`src/core/pcd_pkg.sv`:
```
// Shared constants for the clock divider, phase selector and PLL control model.
// Assumes a single 40 MHz system clock and word-aligned Avalon-MM byte addresses.
package pcd_pkg;

	// ----------------------------------------------------------------
	// Register map (byte addresses)
	// ----------------------------------------------------------------
	localparam int          PCD_ADDR_W      = 8;
	localparam logic [7:0]  PCD_OFF_CTRL    = 8'h00;
	localparam logic [7:0]  PCD_OFF_STATUS  = 8'h04;
	localparam logic [7:0]  PCD_OFF_INT_ST  = 8'h08;
	localparam logic [7:0]  PCD_OFF_INT_EN  = 8'h0C;
	localparam logic [7:0]  PCD_OFF_INT_CLR = 8'h10;

	// ----------------------------------------------------------------
	// Field layout and reset values
	// ----------------------------------------------------------------
	localparam int          PCD_CTRL_THR_LSB = 0;
	localparam int          PCD_CTRL_TOL_LSB = 8;
	localparam int          PCD_CTRL_TAP8    = 16;
	localparam logic [7:0]  PCD_THR_RST      = 8'h08;
	localparam logic [7:0]  PCD_TOL_RST      = 8'h02;
	localparam int          PCD_INT_W        = 2;
	localparam int          PCD_INT_LOCKED   = 0;
	localparam int          PCD_INT_UNLOCKED = 1;

	// ----------------------------------------------------------------
	// Divider chain and phase selector
	// ----------------------------------------------------------------
	localparam int          PCD_STAGES       = 4;
	localparam int          PCD_DIV8_BIT     = 2;
	localparam int          PCD_DIV16_BIT    = 3;

	// ----------------------------------------------------------------
	// Oscillator model: half periods in system clock cycles
	// ----------------------------------------------------------------
	localparam int          PCD_PERIOD_W     = 8;
	localparam logic [7:0]  PCD_HI_MIN       = 8'h02;
	localparam logic [7:0]  PCD_HI_MAX       = 8'h0F;
	localparam logic [7:0]  PCD_LO_MIN       = 8'h10;
	localparam logic [7:0]  PCD_LO_MAX       = 8'h1F;
	localparam logic [7:0]  PCD_PERIOD_RST   = 8'h08;
	localparam logic [7:0]  PCD_LAG_MAX      = 8'hFF;

	// Phase-frequency detector states.
	typedef enum logic [2:0] {
		PCD_PFD_IDLE     = 3'b001,
		PCD_PFD_REF_LEAD = 3'b010,
		PCD_PFD_DIV_LEAD = 3'b100
	} pcd_pfd_t;

endpackage

```
`src/core/pcd_top.sv`:
```
// Digital side of a clock multiplier: divide-by-16 chain, quadrature phase
// selector, static pin decode, a behavioural oscillator with lock detection.
// Assumes all pins are synchronous to clk and that mode pins stay static.
// Behaviour
// - Disable pin high turns PLL off and divides external fast clock by 16.
// - Range pin 1 picks lower oscillator; 0 or open picks the higher one.
// - Lock output is 0 while unlocked, 1 once divided and reference clocks match.
// - Rate pin: 1 disables fast output, open gives half rate, 0 full rate.
// - Divide-by-16 is four cascaded divide-by-two stages.
// - Divide-by-8 and divide-by-16 taps feed phase detector and phase selector.
// - Phase pins low/low 0, low/high 90, high/low 180, high/high 270 degrees.
// - Buffer pin 1 or open selects LVDS 100 ohm; 0 selects CML 50 ohm.
// - The unselected oscillator is powered down completely.
// - With the div16 tap, reference at f/16 gives fast output at f or f/2, slow at f/16.
// - Oscillator is steered until divider output aligns with the reference.
module pcd_top
	import pcd_pkg::*;
#(
	parameter int PW = PCD_PERIOD_W
) (
	input  wire logic                  clk,
	input  wire logic                  clk_en,
	input  wire logic                  rst,
	input  wire logic [PCD_ADDR_W-1:0] avs_address,
	input  wire logic                  avs_read,
	input  wire logic                  avs_write,
	input  wire logic [31:0]           avs_writedata,
	output logic      [31:0]           avs_readdata,
	output logic                       avs_waitrequest,
	output logic                       irq,
	input  wire logic                  pll_off,
	input  wire logic                  pll_off_open,
	input  wire logic                  vco_range_sel,
	input  wire logic                  vco_range_open,
	input  wire logic                  hs_rate_ctl,
	input  wire logic                  hs_rate_open,
	input  wire logic                  phase_sel_hi,
	input  wire logic                  phase_sel_lo,
	input  wire logic                  buf_mode_ctl,
	input  wire logic                  buf_mode_open,
	input  wire logic                  hs_clk_in,
	input  wire logic                  ref_clk_in,
	output logic                       hs_clk_out,
	output logic                       hs_out_en,
	output logic                       ls_clk_out,
	output logic                       half_rate_clk,
	output logic                       div8_clk,
	output logic                       div16_clk,
	output logic                       lock,
	output logic                       pll_active,
	output logic                       vco_hi_en,
	output logic                       vco_lo_en,
	output logic                       lvds_mode
);

	// ----------------------------------------------------------------
	// Static pin decode
	// ----------------------------------------------------------------

	// An open pin reads as its default level, except the rate pin, where open selects half rate.
	wire       pll_dis   = pll_off & ~pll_off_open;
	wire       range_lo  = vco_range_sel & ~vco_range_open;
	wire       rate_dis  = ~hs_rate_open & hs_rate_ctl;
	wire       rate_full = ~hs_rate_open & ~hs_rate_ctl;
	wire       lvds_sel  = buf_mode_ctl | buf_mode_open;
	wire [1:0] phase_code = {phase_sel_hi, phase_sel_lo};

	// ----------------------------------------------------------------
	// Oscillator model and clock source
	// ----------------------------------------------------------------

	logic [PW-1:0] vco_period;
	logic [PW-1:0] vco_cnt;
	logic          full_rate;
	wire  [PW-1:0] per_min  = range_lo ? PCD_LO_MIN[PW-1:0] : PCD_HI_MIN[PW-1:0];
	wire  [PW-1:0] per_max  = range_lo ? PCD_LO_MAX[PW-1:0] : PCD_HI_MAX[PW-1:0];
	wire           vco_tick = ~pll_dis & (vco_cnt >= vco_period - PW'(1));
	wire  [PW-1:0] next_vco_cnt = (pll_dis | vco_tick) ? '0 : vco_cnt + PW'(1);
	// In bypass the fast input clock drives the divider directly.
	wire           next_full_rate = pll_dis ? hs_clk_in : (full_rate ^ vco_tick);
	wire           fr_rise  = next_full_rate & ~full_rate;

	// ----------------------------------------------------------------
	// Divide-by-16 chain
	// ----------------------------------------------------------------

	logic [PCD_STAGES-1:0] stage;
	logic [PCD_STAGES-1:0] stage_flip;
	assign stage_flip[0] = fr_rise;
	// Stage 0 flips on a full_rate rise and each later stage when the one before it falls, halving its rate.
	genvar gi;
	generate
		for (gi = 1; gi < PCD_STAGES; gi++) begin : g_chain
			assign stage_flip[gi] = stage_flip[gi-1] & stage[gi-1];
		end
	endgenerate
	wire [PCD_STAGES-1:0] next_stage = stage ^ stage_flip;
	wire div8_rise  = stage_flip[PCD_DIV8_BIT] & ~stage[PCD_DIV8_BIT];
	wire div16_rise = stage_flip[PCD_DIV16_BIT] & ~stage[PCD_DIV16_BIT];

	// Quarter index of the divide-by-16 period from the div8 and div16 taps.
	wire [1:0] quarter   = next_stage[PCD_DIV16_BIT:PCD_DIV8_BIT];
	wire [1:0] shifted_q = quarter - phase_code;

	// ----------------------------------------------------------------
	// Register file and bus decode
	// ----------------------------------------------------------------

	logic [7:0]           lock_thr;
	logic [7:0]           lag_tol;
	logic                 tap_div8;
	logic [PCD_INT_W-1:0] int_st;
	logic [PCD_INT_W-1:0] int_en;
	wire bus_wr  = avs_write & ~avs_waitrequest;
	wire sel_ctl = (avs_address == PCD_OFF_CTRL);
	wire sel_sts = (avs_address == PCD_OFF_STATUS);
	wire sel_ist = (avs_address == PCD_OFF_INT_ST);
	wire sel_ien = (avs_address == PCD_OFF_INT_EN);
	wire sel_clr = (avs_address == PCD_OFF_INT_CLR);
	wire [31:0] ctrl_word = {15'h0000, tap_div8, lag_tol, lock_thr};
	wire [31:0] stat_word = {16'h0000, vco_period[7:0], 1'b0, rate_full, rate_dis,
		lvds_mode, range_lo, pll_active, 1'b0, lock};
	wire [31:0] rd_mux = sel_ctl ? ctrl_word :
		sel_sts ? stat_word :
		sel_ist ? {30'h0, int_st} :
		sel_ien ? {30'h0, int_en} : 32'h0000_0000;

	// The PFD compares either the div16 or the div8 tap with the reference.
	logic ref_q;
	wire  ref_rise = ref_clk_in & ~ref_q;
	wire  tap_rise = tap_div8 ? div8_rise : div16_rise;

	// ----------------------------------------------------------------
	// Phase-frequency detector
	// ----------------------------------------------------------------

	pcd_pfd_t pfd_state;
	pcd_pfd_t next_pfd;
	logic [7:0] lag;
	logic [7:0] next_lag;
	logic       pfd_done;
	logic       per_up;
	logic       per_dn;

	// Measures the lag between the two edges and says which way to steer.
	always_comb begin
		next_pfd = pfd_state;
		next_lag = lag;
		pfd_done = 1'b0;
		per_up   = 1'b0;
		per_dn   = 1'b0;
		unique case (pfd_state)
			PCD_PFD_IDLE: begin
				next_lag = 8'h00;
				if (ref_rise && tap_rise) begin
					pfd_done = 1'b1;
				end else if (ref_rise) begin
					next_pfd = PCD_PFD_REF_LEAD;
				end else if (tap_rise) begin
					next_pfd = PCD_PFD_DIV_LEAD;
				end
			end
			PCD_PFD_REF_LEAD: begin
				next_lag = lag + 8'h01;
				if (tap_rise) begin
					pfd_done = 1'b1;
					per_dn   = 1'b1; // Divider is late: speed the oscillator up.
					next_pfd = PCD_PFD_IDLE;
				end else if (lag == PCD_LAG_MAX) begin
					next_pfd = PCD_PFD_IDLE;
				end
			end
			PCD_PFD_DIV_LEAD: begin
				next_lag = lag + 8'h01;
				if (ref_rise) begin
					pfd_done = 1'b1;
					per_up   = 1'b1; // Divider is early: slow the oscillator.
					next_pfd = PCD_PFD_IDLE;
				end else if (lag == PCD_LAG_MAX) begin
					next_pfd = PCD_PFD_IDLE;
				end
			end
			default: begin
				next_pfd = PCD_PFD_IDLE;
				next_lag = 8'h00;
			end
		endcase
		if (pll_dis) begin
			next_pfd = PCD_PFD_IDLE;
			next_lag = 8'h00;
		end
	end

	// A timeout or a late edge counts as a miss and breaks lock.
	wire pfd_good = pfd_done & (lag <= lag_tol);
	wire pfd_miss = ~pll_dis & ((pfd_done & ~pfd_good) |
		(pfd_state != PCD_PFD_IDLE & lag == PCD_LAG_MAX));

	// Steering moves the half period by one step, clamped to the range.
	wire [PW-1:0] next_period =
		(vco_period < per_min) ? per_min :
		(vco_period > per_max) ? per_max :
		(per_dn & ~pll_dis & vco_period > per_min) ? vco_period - PW'(1) :
		(per_up & ~pll_dis & vco_period < per_max) ? vco_period + PW'(1) : vco_period;

	logic [7:0] good_cnt;
	wire  [7:0] next_good = (pll_dis | pfd_miss) ? 8'h00 :
		(pfd_good & good_cnt < lock_thr) ? good_cnt + 8'h01 : good_cnt;
	wire        next_lock = ~pll_dis & (next_good >= lock_thr);
	wire [PCD_INT_W-1:0] int_set = {lock & ~next_lock, ~lock & next_lock};
	wire [PCD_INT_W-1:0] int_clr = (bus_wr & sel_clr) ? avs_writedata[PCD_INT_W-1:0] : '0;

	// ----------------------------------------------------------------
	// State registers
	// ----------------------------------------------------------------

	// Oscillator, divider and detector state.
	always_ff @(posedge clk or posedge rst) begin
		if (rst) begin
			vco_cnt    <= '0;
			vco_period <= PCD_PERIOD_RST[PW-1:0];
			full_rate  <= 1'b0;
			stage      <= '0;
			ref_q      <= 1'b0;
			pfd_state  <= PCD_PFD_IDLE;
			lag        <= 8'h00;
			good_cnt   <= 8'h00;
		end else if (clk_en) begin
			vco_cnt    <= next_vco_cnt;
			vco_period <= next_period;
			full_rate  <= next_full_rate;
			stage      <= next_stage;
			ref_q      <= ref_clk_in;
			pfd_state  <= next_pfd;
			lag        <= next_lag;
			good_cnt   <= next_good;
		end
	end

	// Registered pin outputs.
	always_ff @(posedge clk or posedge rst) begin
		if (rst) begin
			hs_clk_out    <= 1'b0;
			hs_out_en     <= 1'b0;
			ls_clk_out    <= 1'b0;
			half_rate_clk <= 1'b0;
			div8_clk      <= 1'b0;
			div16_clk     <= 1'b0;
			lock          <= 1'b0;
			pll_active    <= 1'b0;
			vco_hi_en     <= 1'b0;
			vco_lo_en     <= 1'b0;
			lvds_mode     <= 1'b1;
		end else if (clk_en) begin
			hs_clk_out    <= ~rate_dis & (rate_full ? next_full_rate : next_stage[0]);
			hs_out_en     <= ~rate_dis;
			ls_clk_out    <= shifted_q[1];
			half_rate_clk <= next_stage[0];
			div8_clk      <= next_stage[PCD_DIV8_BIT];
			div16_clk     <= next_stage[PCD_DIV16_BIT];
			lock          <= next_lock;
			pll_active    <= ~pll_dis;
			vco_hi_en     <= ~pll_dis & ~range_lo;
			vco_lo_en     <= ~pll_dis & range_lo;
			lvds_mode     <= lvds_sel;
		end
	end

	// Bus slave: one wait cycle, then the answer, then wait again.
	always_ff @(posedge clk or posedge rst) begin
		if (rst) begin
			avs_waitrequest <= 1'b1;
			avs_readdata    <= 32'h0000_0000;
			lock_thr        <= PCD_THR_RST;
			lag_tol         <= PCD_TOL_RST;
			tap_div8        <= 1'b0;
			int_en          <= '0;
			int_st          <= '0;
			irq             <= 1'b0;
		end else if (clk_en) begin
			avs_waitrequest <= ~((avs_read | avs_write) & avs_waitrequest);
			if (avs_read && avs_waitrequest) begin
				avs_readdata <= rd_mux;
			end
			if (bus_wr && sel_ctl) begin
				lock_thr <= avs_writedata[PCD_CTRL_THR_LSB +: 8];
				lag_tol  <= avs_writedata[PCD_CTRL_TOL_LSB +: 8];
				tap_div8 <= avs_writedata[PCD_CTRL_TAP8];
			end
			if (bus_wr && sel_ien) begin
				int_en <= avs_writedata[PCD_INT_W-1:0];
			end
			// A new event wins over a clear in the same cycle.
			int_st <= (int_st & ~int_clr) | int_set;
			irq    <= |(((int_st & ~int_clr) | int_set) & int_en);
		end
	end
endmodule

```
`config.mk`:
```
export PLATFORM = sky130hd
export DESIGN_NAME = pcd_top
export DESIGN_NICKNAME = d
export VERILOG_FILES = /design/src/core/pcd_pkg.sv /design/src/core/pcd_top.sv
export SDC_FILE = /design/constraint.sdc
export NUM_CORES = 1
export LEC_CHECK = 0
export BUFFER_PORTS_ARGS = -buffer_cell sky130_fd_sc_hd__buf_2
export CORE_MARGIN = 1
export CORE_UTILIZATION = 45
export DETAILED_ROUTE_END_ITERATION = 10
export PLACE_DENSITY = 0.67
export REMOVE_ABC_BUFFERS = 1
export SYNTH_ARGS = -nofsm -noshare
export SYNTH_HDL_FRONTEND = slang
export SYNTH_SLANG_ARGS = --single-unit
```
`constraint.sdc`:
```
create_clock -name clk -period 8.3 [get_ports clk]
set_input_delay 0.415 -clock clk [delete_from_list [all_inputs] [get_ports clk]]
set_output_delay 0.415 -clock clk [all_outputs]
set_load 0.01 [all_outputs]
```
Word-level counts from Yosys, hierarchy flattened
Index checks and enable logic that the tools add are counted. W data, S select, Z words.

Register bits after elaboration: 107. Logic and storage cells: 155.

Mux-type cells: 33. Bitwise operators: 57. Add/sub/neg operators: 6. Magnitude comparators: 8. Eq/ne operators: 11. Reduce and logical (&&, ||, !) cells: 13.

Operators by type and width (count): $mux W8 (9); $add A8 B1 Y8 const B (4); $and A1 B1 Y1 (30); $mux W3 (7); $mux W17 (1); $eq A8 B4 Y1 const B (2); $ge A8 B8 Y1 (2); $gt A8 B5 Y1 (2); $lt A8 B5 Y1 (2); $mux W16 (1); $not A1 Y1 (16); $mux W5 (2); $pmux W3 S3 (1); $eq A8 B3 Y1 const B (1); $eq A8 B5 Y1 const B (1); $eq A8 B8 Y1 const B (1); $le A8 B8 Y1 (1); $logic_not A8 Y1 (1); $lt A8 B8 Y1 (1); $mux W1 (8); $reduce_and A2 Y1 (4); $sub A8 B1 Y8 const B (1); $mux W2 (3); $or A1 B1 Y1 (5); 17 further kinds (22).

Longest topological paths before layout
Gate-level depths: netlist of the first run.

Depth after elaboration: 29. Mapped depth: 31. Depth with buffers taken out: 30.

Worst setup path before layout of the first run
No wires, ideal clock.

Path type: flip-flop to flip-flop. Start point: register vco_period[2]. End point: register irq. Required time: 8.176 ns. Cell stages (with the launch flop): 31. Setup time: 0.124 ns. Path slack: 2.521 ns. Buffers on the path: 1. Arrival time: 5.655 ns. Path through: dfrtp_1 > buf_2 > nor2_1 > nand3_1 > nor4_1 > xnor2_1 > ha_1 > and3_1 > a221oi_1 > xnor2_1 > mux2i_1 > nor2_1 > ha_1 > ha_1 > ha_1 > ha_1 > mux2i_1 > a211o_1 > a221o_1 > nor3_4 > nand4_1 > xor2_1 > nor2_1 > ha_1 > a211o_1 > a21oi_1 > o21ai_0 > o2111ai_1 > a2bb2oi_1 > nor2_1 > a211o_1.

Cells in the longest elaborated chain, start to end: 28. Elaborated cells on any way between the ends: 33. Those cells by class: add/sub: 1; order compare: 2; mux: 7; bitwise: 21; reduce/logical: 2.

RTL lines: start: declaration (RTL line pcd_top.sv:72) `logic [PW-1:0] vco_period;`; start signal: assignment (RTL line pcd_top.sv:221) `vco_period <= PCD_PERIOD_RST[PW-1:0];`; start signal: assignment (RTL line pcd_top.sv:230) `vco_period <= next_period;`; $sub A8 B1 Y8 (*) (RTL line pcd_top.sv:77) `wire vco_tick = ~pll_dis & (vco_cnt >= vco_period - PW'(1));`; $ge A8 B8 Y1 (*) (RTL line pcd_top.sv:77); $and A1 B1 Y1 (*) (RTL line pcd_top.sv:77); $xor A1 B1 Y1 (*) (RTL line pcd_top.sv:80) `wire next_full_rate = pll_dis ? hs_clk_in : (full_rate ^ vco_tick);`; $mux W1 (*) (RTL line pcd_top.sv:80); $and A1 B1 Y1 (*) (RTL line pcd_top.sv:81) `wire fr_rise = next_full_rate & ~full_rate;`; $and A1 B1 Y1 (*) (2 in a row) (RTL line pcd_top.sv:94) `assign stage_flip[gi] = stage_flip[gi-1] & stage[gi-1];`; $and A1 B1 Y1 (RTL line pcd_top.sv:94); (+12 left out); named net next_good[4] (RTL line pcd_top.sv:207) `wire [7:0] next_good = (pll_dis | pfd_miss) ? 8'h00 :`; $ge A8 B8 Y1 (*) (RTL line pcd_top.sv:209) `wire next_lock = ~pll_dis & (next_good >= lock_thr);`; $and A1 B1 Y1 (*) (RTL line pcd_top.sv:209); $not A1 Y1 (RTL line pcd_top.sv:210) `wire [PCD_INT_W-1:0] int_set = {lock & ~next_lock, ~lock & next_lock};`; $and A1 B1 Y1 (RTL line pcd_top.sv:210); $or A2 B2 Y2 (*) (RTL line pcd_top.sv:295) `irq <= |(((int_st & ~int_clr) | int_set) & int_en);`; $and A2 B2 Y2 (*) (RTL line pcd_top.sv:295); $reduce_or A2 Y1 (*) (RTL line pcd_top.sv:295); end signal: assignment (RTL line pcd_top.sv:295); end: declaration (RTL line pcd_top.sv:30) `output logic irq,`.

The timed path passes the listed nets; every way through them passes the cells marked *. A chain may end at the register's enable or synchronous reset.

Worst setup path after layout of the first run
Ends and elaborated chain as after synthesis.

==> results of run 1 <==
## cell usage in the layout (no fill, tap or decap), drive strengths merged, types with 5 or more instances in the layout
cell and instances:
nor4 5, nand4 9, nand2b 13, mux2 11, a22oi 15, nor2b 8, conb 15, buf 74
o21ai 53, and3 12, nor3 10, ha 43, a21oi 24, o2bb2ai 5, mux2i 8, nor2 44
clkbuf 11, o21a 5, inv 31, xnor2 11, xor2 14, o31ai 6, a21o 17, dfrtp 83
nand3 23, dfstp 6, nand2 66
## how the worst max path moves through the flow
stage	startpoint	to	slack (ns)	cells after the start
after global placement	vco_period[2]$_DFFE_PP0P_	irq$_DFFE_PP0P_	1.63	29
after floorplan	vco_period[0]$_DFFE_PP0P_	irq$_DFFE_PP0P_	2.55	30
after CTS	vco_period[2]$_DFFE_PP0P_	irq$_DFFE_PP0P_	1.56	29
after global routing	vco_period[2]$_DFFE_PP0P_	irq$_DFFE_PP0P_	0.93	29
final	vco_period[2]$_DFFE_PP0P_	irq$_DFFE_PP0P_	1.61	29
after detailed placement	vco_period[2]$_DFFE_PP0P_	irq$_DFFE_PP0P_	1.58	29
## power groups by stage
stage,Clock (mW),Sequential [mW],Combinational [mW]
after floorplan,0,0.550,0.280
after global placement,0,0.558,0.378
after detailed placement,0,0.562,0.390
after CTS,0.462,0.555,0.392
after global routing,0.480,0.564,0.448
final,0.452,0.555,0.393
## metrics by stage
step / cell area, um2 / util / worst slack [ns]
2_1_floorplan: 5430 / - / 2.55
4_1_cts: 6350 / 0.524 / 1.56
6_report: 6350 / 0.524 / 1.61
5_1_grt: 6350 / 0.524 / 0.930
3_3_place_gp: 6020 / 0.497 / 1.63
3_5_place_dp: 6020 / 0.497 / 1.58
## critical path: cells and delay by family, from the launching register on
kind                       cells  cell delay, ns
AOI/OAI and AO/OA              9            2.32
adders and majority gates      6            1.17
and+or+nand+nor                9            1.73
muxes                          2            0.26
DFF                            1            0.49
xor gates and xnor gates       3            0.62
## layer usage
layer	GRT usage	vias up	wire length (um)
met2	0.354	116	6300
li1	-	2274	-
met4	0.0930	0	223
met5	0	-	0
met3	0.0319	15	504
met1	0.294	2193	6090
## final cells by class
class	instances	area (um2)	area share
timing repair buffer	74	378	0.0595
sequential	89	2230	0.352
tap	168	210	0.0331
clock buffer	11	243	0.0382
inverter	30	114	0.0179
clock inverter	5	85.1	0.0134
multi-input combinational	465	3080	0.486
## registers in the layout, summed over array words and instances (netlist names), 2 cells and up
signal	count
avs_readdata	17
good_cnt	8
lag	8
lag_tol	8
lock_thr	8
vco_cnt	8
vco_period	8
stage	4
pfd_state	3
int_en	2
int_st	2
## cell usage after synthesis, types with 5 or more instances
cell,instances
a21o_1,16
xor2_1,14
xnor2_1,11
buf_2,5
ha_1,43
nor2_1,44
nand2b_1,13
and3_1,12
o2bb2ai_1,5
inv_1,30
clkbuf_1,16
dfstp_2,6
nor4_1,5
nor3_1,8
nand3_1,23
mux2i_1,8
o31ai_1,5
a21oi_1,24
dfrtp_1,83
a22oi_1,15
mux2_2,10
nand2_1,65
o21a_1,5
nand4_1,9
o21ai_0,52
nor2b_1,8
buf_4,18
## cell families (layout without fill, tap and decap cells)
| logic type | Yosys count | count (layout) | share of synthesized area |
|---|---|---|---|
| DFF | 89 | 89 | 0.398 |
| other | 1 | 15 | 0.000668 |
| buffers and inverters | 72 | 120 | 0.0626 |
| and+or+nand+nor | 205 | 205 | 0.181 |
| AOI/OAI and AO/OA | 157 | 157 | 0.182 |
| adders and majority gates | 43 | 43 | 0.0958 |
| muxes | 20 | 20 | 0.0410 |
| xor gates and xnor gates | 25 | 25 | 0.0390 |
==> run metrics, run 1 <==
DR iter-0 viols between 200 and 250; Yosys reg bits a little under 90; via count ~4600; Most common cell on crit path ha_1; Overflow after GRT 0; internal power 0.932 mW; synth unique cells 59; Post-Syn Area between 5000 and 6000 um2; Critical Path AT roughly 6.9 ns; unrepaired setup endpoints after global routing false; number of global-route vias before repair 4505; Worst-path clk slew approximately 0.070 ns; post-DP HPWL about 9.6 mm; Synth top area share 0.370; drt pass-1 iters 4; Fin. Hold Viols 0; Synthesis Warnings 0; Synth area leaders dfrtp_1, ha_1, o21ai_0; slowest CP cell a221oi_1; Starting Density 0.464; reg-to-reg critical path startpoint vco_period[2]$_DFFE_PP0P_; fraction of registers with async set/reset 1.00; clk sinks 89; Hold WS slightly below 0.1 ns; Slew Limit Fails 0; combinational share of power 0.281; Max stage delay on crit path 0.55 ns; width of the die between 100 and 150 um; Worst-Skew Late Latency 0.35 ns; number of max-cap violations 0; routability cong. between 0.8 and 0.9; number of synthesized flops with an enable pin 0; clock power share 0.323; Hold-fix buffers, CTS 0; Max FO, Critical Path 9; # fillers around 1100; vias per cell roughly 5.5; DRC violations left 0; port bufs between 70 and 80; CTS Root Cell clkbuf_16; deepest clock path buffer count 2; total power ~1.4 mW; ys flop type dfrtp_1; CTS Buf Count 9; RR Endpoint irq$_DFFE_PP0P_; Max VDD drop around 130 uV; worst endpoint required time roughly 8.5 ns; IO Count about 100; All-Layer GR Usage 0.219; Net Switching around 0.47 mW; gate count of the mapped netlist about 600; setup_tns 0 ns; CTS resizes 0; Setup Skew around 0.013 ns; status completed; final-stage net count between 700 and 800; Core ar. between 10000 and 15000 um2; ANT cells 0; Placed Cells slightly above 800; Worst Setup Path Type reg2reg; Post-DRT Antenna Nets 0; initial antenna violation count 0; CP Capture Type register; Die Footprint around 13000 um2; largest net degree at the start of global routing 60; first-pass GRT wire length 22.2 mm; Leakage around 3.2 nW; Syn Area/Cell between 9 and 10 um2; final WL approximately 13 mm; FF-to-FF path depth 29; switching share of power 0.334; Worst Hold Class in2async; Area Overhead vs Synth 13.0%; R2R Setup Slk around 1.6 ns; Avg WL per Cell between 15 and 20 um; share of cells above drive strength 1 0.171; Yosys top cell by area dfrtp_1; Achievable Freq between 100 and 150 MHz; Tmin final 6.69 ns; Startpoint Class register; final period utilization 0.807; sequential share of the synthesized area 0.398; row count 40; Seq pwr share 0.396; final std cells w/o fill roughly 840; Slew @ Worst Pin 1.14 ns; Post-CTS Repair Setup Buffers 0; setup violators final 0; Slew headroom 0.237; Power Density about 220 nW/um2; CTS tree built; die height 114 um; # H-tree levels 3
No activity file was read; power rests on OpenSTA's default activity.
==> run 2: changes to the inputs <==
- PLACE_DENSITY: 0.67 -> 0.69
- clock period: 8.3 -> 6.1 ns (I/O delays scaled with it)
==> run 2 against run 1 <==
Against the previous run:
- total power grew 44%
- clock power is 16% higher
- largest power group is now combinational cells
- clock-buffer cell count is 3 higher
- combinational power grew 91%
- critical path depth grew 2
==> run metrics, run 2 (synthesis gave the netlist of run 1 again) <==
Avg WL per Cell about 16 um; R2R Setup Slk roughly 0.16 ns; Max VDD drop 213 uV; setup_tns 0 ns; Worst Hold Class in2reg; Power Density about 300 nW/um2; die height 114 um; Placed Cells approximately 850; Startpoint Class register; final period utilization 0.974; final WL roughly 14 mm; # fillers 1100; hold path start avs_writedata[10]; CTS Buf Count 9; CTS tree built; number of global-route vias before repair about 4600; Slew @ Worst Pin approximately 1.1 ns; share of cells above drive strength 1 0.238; reg-to-reg critical path startpoint vco_period[2]$_DFFE_PP0P_; origin of the worst setup path vco_period[2]$_DFFE_PP0P_; slowest CP cell dfrtp_1; Overflow after GRT 0; number of max-cap violations 0; largest reg by FF count avs_readdata; via count roughly 4700; Final Util 0.554; RR Endpoint irq$_DFFE_PP0P_; CP Capture Type register; pre-CTS WS -0.0238 ns; Top delay family on crit path compound AO/OA/AOI/OAI gates; max reg flops 17; post-DP HPWL around 10 mm; total power around 2.0 mW; # H-tree levels 3; deepest clock path buffer count 2; vias per cell 5.45; ANT cells 0; port bufs a little over 70; routability cong. between 0.8 and 0.9; Worst-Skew Late Latency 0.35 ns; Post-DRT Antenna Nets 0; Leakage ~3.3 nW; crit path to irq$_DFFE_PP0P_; Fin. Hold Viols 0; post-layout worst setup margin between 0.15 and 0.2 ns; All-Layer GR Usage 0.220; stages on the worst setup path 31; width of the die between 100 and 150 um; Slew headroom 0.233; final-stage net count between 700 and 800; first-pass GRT wire length 22.2 mm; final std cells w/o fill between 800 and 900; Slew Limit Fails 0; Max FO, Critical Path 4; Starting Density 0.464; Setup Skew around 0.0095 ns; CP bufs+invs 2; row count 40; worst endpoint required time between 6 and 7 ns; largest net degree at the start of global routing 90; unrepaired setup endpoints after global routing true; commonest non-fill, non-tap cell in the layout dfrtp_1; FF-to-FF path depth 31; setup violators final 0; Core ar. between 10000 and 15000 um2; DRC violations left 0; status completed; Achievable Freq around 170 MHz; Tmin final between 5 and 6 ns; IO Count between 100 and 150; Area Overhead vs Synth 19.4%; most frequent cells in the layout dfrtp_1, buf_2, nand2_1, o21ai_0, nor2_1; drt pass-1 iters 7; clk sinks 89; initial antenna violation count 0; Max stage delay on crit path approximately 0.4 ns; Die Footprint about 13000 um2; DR iter-0 viols between 300 and 400; CTS Root Cell clkbuf_16; Worst-path clk slew ~0.070 ns; Critical Path AT just over 6 ns; Worst Setup Path Type reg2reg; Hold-fix buffers, CTS 0
[run 2: cell types whose count changed in the layout (fill, tap and decap cells not counted), sizes merged]
cell,delta
bufinv,-2
clkbuf,+3
inv,-2
clkinv,+2
buf,+28
clkinvlp,-1
[run 2: repair_timing]
| action | CTS | global route |
|---|---|---|
| buffers inserted | 0 | 4 |
| resized for setup | 2 | 37 |
| pin swaps | 0 | 25 |
| setup endpoints to repair | 1 | 4 |
[run 2: layer usage]
layer | global-route usage | wire [um] | vias to the layer above
met3 | 0.0430 | 727 | 13
met1 | 0.287 | 6170 | 2277
met4 | 0.0675 | 170 | 0
li1 | - | - | 2326
met5 | 0 | 0 | -
met2 | 0.368 | 6710 | 128
[run 2: worst register-to-register path, delay by kind of cell (launching register included)]
family,cells,cell delay [ns]
fa+ha+maj,6,1.25
simple gates,9,1.49
compound gates,9,1.79
flops,1,0.40
buf+inv,2,0.32
mux,2,0.18
xor+xnor,3,0.41
[run 2: power breakdown]
part           internal [mW]  switching (mW)  leakage (nW)
registers              0.665          0.0801          1.11
logic                  0.359           0.390          2.06
clock network          0.299           0.226         0.137
[run 2: final cells by class]
type / count / area, um2 / area share
inverter: 30 / 114 / 0.0170
clock inverter: 2 / 13.8 / 0.00205
multi-input combinational: 465 / 3280 / 0.489
clock buffer: 14 / 264 / 0.0394
tap: 168 / 210 / 0.0314
timing repair buffer: 102 / 592 / 0.0883
sequential: 89 / 2230 / 0.333
[run 2: metrics by stage]
| stage | cell area (um2) | hold WS (ns) |
|---|---|---|
| detailed placement | 6210 | 0.465 |
| floorplan | 5430 | 0.355 |
| global placement | 6210 | 0.457 |
| finish | 6700 | 0.159 |
| CTS | 6490 | 0.153 |
| global route | 6700 | 0.163 |
[run 2: how the worst min path moves through the flow]
| stage | to | depth (start not counted) |
|---|---|---|
| after floorplan | lvds_mode$_DFFE_PP1P_ | 1 |
| after global placement | avs_readdata[4]$_DFFE_PP0P_ | 2 |
| after detailed placement | avs_readdata[11]$_DFFE_PP0P_ | 2 |
| after CTS | lag_tol[1]$_DFFE_PP1P_ | 3 |
| after global routing | lag_tol[3]$_DFFE_PP0P_ | 3 |
| final | lag_tol[2]$_DFFE_PP0P_ | 3 |
